--- src/rtl/redist_misc_pkg.sv ---
// Constants for the redistributor SGI/PPI miscellaneous register frame
package redist_misc_pkg;
  localparam int unsigned ADDR_W = 16;
  localparam int unsigned DATA_W = 32;

  localparam logic [15:0] OFS_NONSECURE_ACCESS_CONTROL = 16'h0E00;
  localparam logic [15:0] OFS_MISC_STATUS              = 16'hC000;
  localparam logic [15:0] OFS_INTERRUPT_ERROR_VALID    = 16'hC008;
  localparam logic [15:0] OFS_SGI_DEFAULT_LO           = 16'hC010;
  localparam logic [15:0] OFS_SGI_DEFAULT_HI           = 16'hC014;
  localparam logic [15:0] OFS_CONFIG_ID_LOW            = 16'hF000;
  localparam logic [15:0] OFS_CONFIG_ID_HIGH           = 16'hF004;
  localparam logic [15:0] OFS_IRQ_STATUS               = 16'hC020;
  localparam logic [15:0] OFS_IRQ_MASK                 = 16'hC024;

  localparam int unsigned BIT_CORE_ACTIVE   = 31;
  localparam int unsigned BIT_WAKE_REQUEST  = 30;
  localparam int unsigned BIT_ACCESS_SEC    = 4;
  localparam int unsigned BIT_G1_SECURE     = 2;
  localparam int unsigned BIT_G1_NONSECURE  = 1;
  localparam int unsigned BIT_G0            = 0;

  localparam logic [31:0] RST_NONSECURE_ACCESS_CONTROL = 32'h0000_0000;
  localparam logic [31:0] RST_INTERRUPT_ERROR_VALID    = 32'h0000_0000;
  localparam logic [63:0] RST_SGI_DEFAULT    = 64'h0000_0000_0000_0000;
  // Reserved bit 4n+3 of each SGI nibble
  localparam logic [63:0] SGI_DEFAULT_MASK   = 64'h7777_7777_7777_7777;
  localparam logic [1:0]  RST_IRQ            = 2'h0;
  // Interrupt status bits
  localparam int unsigned IRQ_ERROR       = 0;
  localparam int unsigned IRQ_WAKE        = 1;
  // Arbitrary neutral configuration identification values
  localparam logic [31:0] CONFIG_ID_LOW_VAL  = 32'h0000_0000;
  localparam logic [31:0] CONFIG_ID_HIGH_VAL = 32'h0000_0000;
endpackage : redist_misc_pkg

--- src/rtl/redist_sgi_ppi_misc_status.sv ---
// Redistributor SGI/PPI miscellaneous status and error register frame
//
// Overview of operation
// Status bit 31 reads the live core-active input level.
// Bit 31 is meaningless while core sleeping or children quiesced.
// Status bit 30 reads the live wake request level.
// Status bit 4 reads 0 for secure access, 1 for non-secure.
// Two security states: bit 2 is G1 secure enable, secure reads only.
// Single security state: bit 2 always reads zero.
// Bit 1 gives G1 non-secure enable, gated by routing on two-state non-secure reads.
// Bit 0 gives G0 enable to secure reads or single-state reads.
// Two states, non-secure read: bit 0 is G1 NS enable when routing 0.
// Writing 1 to an error-valid bit clears it; writing 0 does nothing.
// Reserved status bits and reserved offsets read zero, ignore writes.
`timescale 1ns/10ps
`default_nettype none
module redist_sgi_ppi_misc_status
  import redist_misc_pkg::*;
(
  input  wire logic                         CLK,              // Clock
  input  wire logic                         RSTN,             // Sync reset
  input  wire logic [redist_misc_pkg::ADDR_W-1:0] ADDR,       // Byte address
  input  wire logic [redist_misc_pkg::DATA_W-1:0] WDATA,      // Write data
  input  wire logic                         WR,               // Write strobe
  input  wire logic                         RD,               // Read strobe
  input  wire logic                         ACCESS_NONSECURE, // 1 = NS access
  output logic [redist_misc_pkg::DATA_W-1:0] RDATA,           // Read data
  input  wire logic                         CORE_ACTIVE,      // Core active
  input  wire logic                         WAKE_REQUEST,     // Wake request
  input  wire logic                         CORE_SLEEP_FLAG,  // Core asleep
  input  wire logic                         CHILDREN_QUIESCED_FLAG, // Quiesced
  input  wire logic                         SECURITY_DISABLE_FLAG,  // One state
  input  wire logic                         NONSECURE_AFFINITY_ROUTING, // Route
  input  wire logic                         G0_IF_ENABLE,     // Group 0 enable
  input  wire logic                         G1_SECURE_IF_ENABLE,    // G1 S
  input  wire logic                         G1_NONSECURE_IF_ENABLE, // G1 NS
  input  wire logic [31:0]                  ERROR_SET,        // Error events
  output logic [31:0]                       NONSECURE_ACCESS_CONTROL, // NSAC
  output logic [31:0]                       INTERRUPT_ERROR_VALID,    // Errors
  output logic [63:0]                       SGI_DEFAULT_SETTINGS, // Defaults
  output logic                              STATUS_UNDEFINED, // Bit 31 unsafe
  output logic                              IRQ               // Interrupt
);
  import redist_misc_pkg::*;

  typedef struct packed {
    logic [31:0] nsac;
    logic [31:0] errv;
    logic [63:0] sgid;
    logic [1:0]  irq_stat;
    logic [1:0]  irq_mask;
    logic        wake_prev;
    logic [31:0] rdata;
  } state_t;

  state_t s_q;
  state_t s_d;

  // Status word, composed per access since bits depend on requester security
  function automatic logic [31:0] misc_word(input logic ns);
    logic [31:0] w;
    w = 32'h0000_0000;
    w[BIT_CORE_ACTIVE]  = CORE_ACTIVE;
    w[BIT_WAKE_REQUEST] = WAKE_REQUEST;
    w[BIT_ACCESS_SEC]   = ns;
    if (SECURITY_DISABLE_FLAG) begin
      w[BIT_G1_SECURE]    = 1'b0;
      w[BIT_G1_NONSECURE] = G1_NONSECURE_IF_ENABLE;
      w[BIT_G0]           = G0_IF_ENABLE;
    end else if (!ns) begin
      w[BIT_G1_SECURE]    = G1_SECURE_IF_ENABLE;
      w[BIT_G1_NONSECURE] = G1_NONSECURE_IF_ENABLE;
      w[BIT_G0]           = G0_IF_ENABLE;
    end else begin
      w[BIT_G1_SECURE]    = 1'b0;
      w[BIT_G1_NONSECURE] = NONSECURE_AFFINITY_ROUTING
                            & G1_NONSECURE_IF_ENABLE;
      w[BIT_G0]           = ~NONSECURE_AFFINITY_ROUTING
                            & G1_NONSECURE_IF_ENABLE;
    end
    return w;
  endfunction

  always_comb begin
    s_d = s_q;
    s_d.wake_prev = WAKE_REQUEST;
    if (RD) begin
      case (ADDR)
        OFS_NONSECURE_ACCESS_CONTROL: s_d.rdata = s_q.nsac;
        OFS_MISC_STATUS:              s_d.rdata = misc_word(ACCESS_NONSECURE);
        OFS_INTERRUPT_ERROR_VALID:    s_d.rdata = s_q.errv;
        OFS_SGI_DEFAULT_LO:           s_d.rdata = s_q.sgid[31:0];
        OFS_SGI_DEFAULT_HI:           s_d.rdata = s_q.sgid[63:32];
        OFS_CONFIG_ID_LOW:            s_d.rdata = CONFIG_ID_LOW_VAL;
        OFS_CONFIG_ID_HIGH:           s_d.rdata = CONFIG_ID_HIGH_VAL;
        OFS_IRQ_STATUS:               s_d.rdata = {30'h0, s_q.irq_stat};
        OFS_IRQ_MASK:                 s_d.rdata = {30'h0, s_q.irq_mask};
        default:                      s_d.rdata = 32'h0000_0000;
      endcase
    end else begin
      s_d.rdata = 32'h0000_0000;
    end
    if (WR) begin
      case (ADDR)
        OFS_NONSECURE_ACCESS_CONTROL: s_d.nsac = WDATA;
        OFS_INTERRUPT_ERROR_VALID:    s_d.errv = s_q.errv & ~WDATA;
        OFS_SGI_DEFAULT_LO:
          s_d.sgid[31:0]  = WDATA & SGI_DEFAULT_MASK[31:0];
        OFS_SGI_DEFAULT_HI:
          s_d.sgid[63:32] = WDATA & SGI_DEFAULT_MASK[63:32];
        OFS_IRQ_STATUS:               s_d.irq_stat = s_q.irq_stat & ~WDATA[1:0];
        OFS_IRQ_MASK:                 s_d.irq_mask = WDATA[1:0];
        default: ;
      endcase
    end
    // Set wins over a same-cycle write-one clear
    s_d.errv = s_d.errv | ERROR_SET;
    if (|ERROR_SET) begin
      s_d.irq_stat[IRQ_ERROR] = 1'b1;
    end
    if (WAKE_REQUEST && !s_q.wake_prev) begin
      s_d.irq_stat[IRQ_WAKE] = 1'b1;
    end
    if (!RSTN) begin
      s_d.nsac      = RST_NONSECURE_ACCESS_CONTROL;
      s_d.errv      = RST_INTERRUPT_ERROR_VALID;
      s_d.sgid      = RST_SGI_DEFAULT;
      s_d.irq_stat  = RST_IRQ;
      s_d.irq_mask  = RST_IRQ;
      s_d.wake_prev = 1'b0;
      s_d.rdata     = 32'h0000_0000;
    end
  end

  always_ff @(posedge CLK) begin
    s_q <= s_d;
  end

  assign RDATA                    = s_q.rdata;
  assign NONSECURE_ACCESS_CONTROL = s_q.nsac;
  assign INTERRUPT_ERROR_VALID    = s_q.errv;
  assign SGI_DEFAULT_SETTINGS     = s_q.sgid;
  // Flags bit 31 as not trustworthy while the core sleeps or its children are quiesced
  assign STATUS_UNDEFINED = CORE_SLEEP_FLAG | CHILDREN_QUIESCED_FLAG;
  assign IRQ = |(s_q.irq_stat & s_q.irq_mask);
endmodule // redist_sgi_ppi_misc_status
`default_nettype wire

--- config.mk ---
export PLATFORM = sky130hd
export DESIGN_NAME = redist_sgi_ppi_misc_status
export DESIGN_NICKNAME = d
export VERILOG_FILES = /design/src/rtl/redist_misc_pkg.sv /design/src/rtl/redist_sgi_ppi_misc_status.sv
export SDC_FILE = /design/constraint.sdc
export NUM_CORES = 1
export LEC_CHECK = 0
export ABC_AREA = 1
export ABC_CLOCK_PERIOD_IN_PS = 3000
export BUFFER_PORTS_ARGS = -buffer_cell sky130_fd_sc_hd__buf_2
export CORE_MARGIN = 1.5
export CORE_UTILIZATION = 40
export DETAILED_ROUTE_END_ITERATION = 8
export PLACE_DENSITY = 0.73
export SLEW_MARGIN = 15
export SYNTH_ARGS = -nofsm -noshare
export SYNTH_HDL_FRONTEND = slang
export SYNTH_SLANG_ARGS = --single-unit
--- constraint.sdc ---
create_clock -name CLK -period 3 [get_ports CLK]
set_input_delay 0.3 -clock CLK [delete_from_list [all_inputs] [get_ports CLK]]
set_output_delay 0.3 -clock CLK [all_outputs]
set_load 0.05 [all_outputs]
==> flow_summary.ini <==
[placement]
gp_congestion = 0.8654
place_ws_ns = 0.6804
io_buffers = 239
place_hpwl_mm = 15.86

[drt]
finalWirelength_mm = 22.33
dr.first_iter.drc_count = 398
first_pass_iters = 7
via_per_inst = 4.738
wl_met1_mm = 9.718
antenna_left = 0
dr.max_layer_used = met4
avgRoutedWirePerCell_um = 15.66
met3_wirelength_mm = 1.548
drc_errors = 0
wl_met2_mm = 10.54
via_count = 6757

[logic_synthesis]
yosysSeqAreaShare_pct = 37.91
synth-async-reset-ratio_pct = 0
ys_seq_elements = 149
syn_avg_cell_area_um2 = 7.340
synth_edf_count = 0
synth_area_um2 = 7869
yosys_warnings = 0
ys.flop_type = dfxtp_1
ys_types = 32
synth_cells = 1072

[global_route]
grt_pass1_wl_mm = 33.78
grt_overflow = 0
grt_max_degree = 59
grt_use_total_pct = 21.64
grt_pass1_vias = 6176
antenna_found_initial = 0

[sta]
clock-skew-final_ns = 0.01026
hold_violations = 0
whs_ns = 0.09732
maxSlewHeadroom_pct = 54.40
rsz0062_at_grt = false
period_minus_slack_ns = 1.924
fin_crit_sh_pct = 64.14
tns_ns = 0
max_freq_mhz = 519.7
final.setup.worst_slack_ns = 1.076
worst_pin_slew_ns = 0.6840
setup_viol = 0
maxSlewViolCount = 0

[clocking]
cts.clk_slew.worst_paths_ns = 0.06
cts_made_buffers = 17
htree_levels = 4
holdBufCountCts = 0
cts_sinks = 149
post_cts_buffers = 0
cts_buffer_depth = 2
cts_tree = done
cts_resized = 0
clk_latency_ns = 0.42
root_buffer = clkbuf_16

[status]
status = complete, no violations

[critical_path]
reg2reg_depth = 4
ff2ff_setup_slack_ns = 2.04
crit_required_ns = 3.36
crit_arrival_ns = 2.28
worst_r2r_endpoint = RDATA[2]$_SDFF_PN0_
crit_type = primary input to register
start_kind = primary input
end_kind = register
cp_max_fo = 26
r2r_start = SGI_DEFAULT_SETTINGS[2]$_SDFFE_PN0P_

[die]
io_pins = 256
fp.dieArea_um2 = 20520
fp-row-count = 51
die_w_um = 143.3
initial_core_util_pct = 40.56
core_um2 = 19400
die_h_um = 143.3

[job]
cap_viol_max_count = 0

[power_and_ir_drop]
power_density_nw_per_um2 = 534.9
p_leak_nw = 4.147
ir_drop_mv = 0.3127
p_total_mw = 4.659

[min_path]
hold-path-endpoint = s_q[32]$_SDFF_PN0_
hold_depth = 3
hp-start = WAKE_REQUEST
hp-class = primary input to register

[final_layout]
nets = 1241
final_common_cell = buf_2
final_cell_mix = 239 x buf_2, 176 x nand2_1, 149 x dfxtp_1
layout-area-overhead-vs-synth_pct = 10.69
layout-drive-gt1-share_pct = 32.16
==> through the flow <==
stage	cells	instance area [µm²]	util [%]
after global routing	1425	8707	44.89
after CTS	1425	8707	44.89
after detailed placement	1393	8097	41.74
final	1426	8710	44.90
after floorplan	1087	7925	-
after global placement	1393	8097	41.74
==> flip-flops by register name, indices dropped and copies added, names as in the netlist <==
signal / cells
s_q: 5
NONSECURE_ACCESS_CONTROL: 32
INTERRUPT_ERROR_VALID: 32
RDATA: 32
SGI_DEFAULT_SETTINGS: 48
==> layout make-up <==
type                            instances  area [µm²]
Antenna cell                            1       2.502
Clock buffer                           19       442.9
Clock inverter                         13       167.7
Fill cell                            2063       10690
Inverter                              104       396.6
Multi-Input combinational cell        623        3067
Sequential cell                       149        2983
Tap cell                              265       331.6
Timing Repair Buffer                  252        1319
==> critical path, cell delays in order <==
cell     delay, ns
buf_2         0.10
nor2_1        0.12
nand2_2       0.10
nor2_8        0.32
nand2_2       0.29
inv_2         0.33
buf_4         0.32
nand2_1       0.10
o21ai_0       0.11
nor2_1        0.08
nor2_1        0.08
==> cell families after synthesis <==
logic type | Yosys count | share of synthesized area (%)
and+or+nand+nor | 403 | 24.22
buffers and inverters | 315 | 23.93
other | 1 | 0.04766
AOI/OAI and AO/OA | 204 | 13.90
DFF | 149 | 37.91
==> how the worst max path moves through the flow <==
stage,start,endpoint,slack [ns],cells after the start
global placement,ADDR[9],RDATA[14]$_SDFF_PN0_,0.73,11
CTS,ADDR[9],RDATA[17]$_SDFF_PN0_,1.10,11
global route,ADDR[9],RDATA[23]$_SDFF_PN0_,0.85,11
floorplan,s_q[35]$_SDFFE_PN0P_,IRQ,1.26,2
finish,ADDR[9],RDATA[17]$_SDFF_PN0_,1.08,11
detailed placement,ADDR[9],RDATA[23]$_SDFF_PN0_,0.68,11
==> power breakdown <==
| group | switching (mW) | internal (mW) | total (mW) |
|---|---|---|---|
| logic | 0.313 | 0.101 | 0.414 |
| registers | 0.0270 | 2.01 | 2.04 |
| clock network | 0.864 | 1.34 | 2.21 |
| total | 1.20 | 3.45 | 4.66 |
==> cells in the mapped netlist (2+ instances only) <==
cell / number / area share [%]
nor4_1: 2 / 0.16
nand2_2: 24 / 1.9
buf_4: 163 / 16
nand3_1: 62 / 3.9
a21oi_1: 77 / 4.9
o22ai_1: 2 / 0.16
clkbuf_1: 27 / 1.3
buf_6: 7 / 1.0
nand2_4: 3 / 0.43
nand2_1: 177 / 8.4
nor2_4: 15 / 2.1
o21ai_1: 13 / 0.83
inv_1: 99 / 4.7
o21ai_2: 18 / 2.0
buf_2: 13 / 0.83
nor2_8: 2 / 0.51
o21ai_0: 93 / 5.9
nor2_2: 21 / 1.7
nand4_1: 7 / 0.56
inv_2: 3 / 0.14
nor2_1: 85 / 4.1
dfxtp_1: 149 / 38
==> layer usage <==
layer | vias up | GRT usage [%]
met5 | - | 0
met4 | 0 | 8.593
met3 | 33 | 4.896
met2 | 282 | 34.60
met1 | 3067 | 28.24
li1 | 3375 | -
Note: power is estimated with default switching activity, not from simulation.
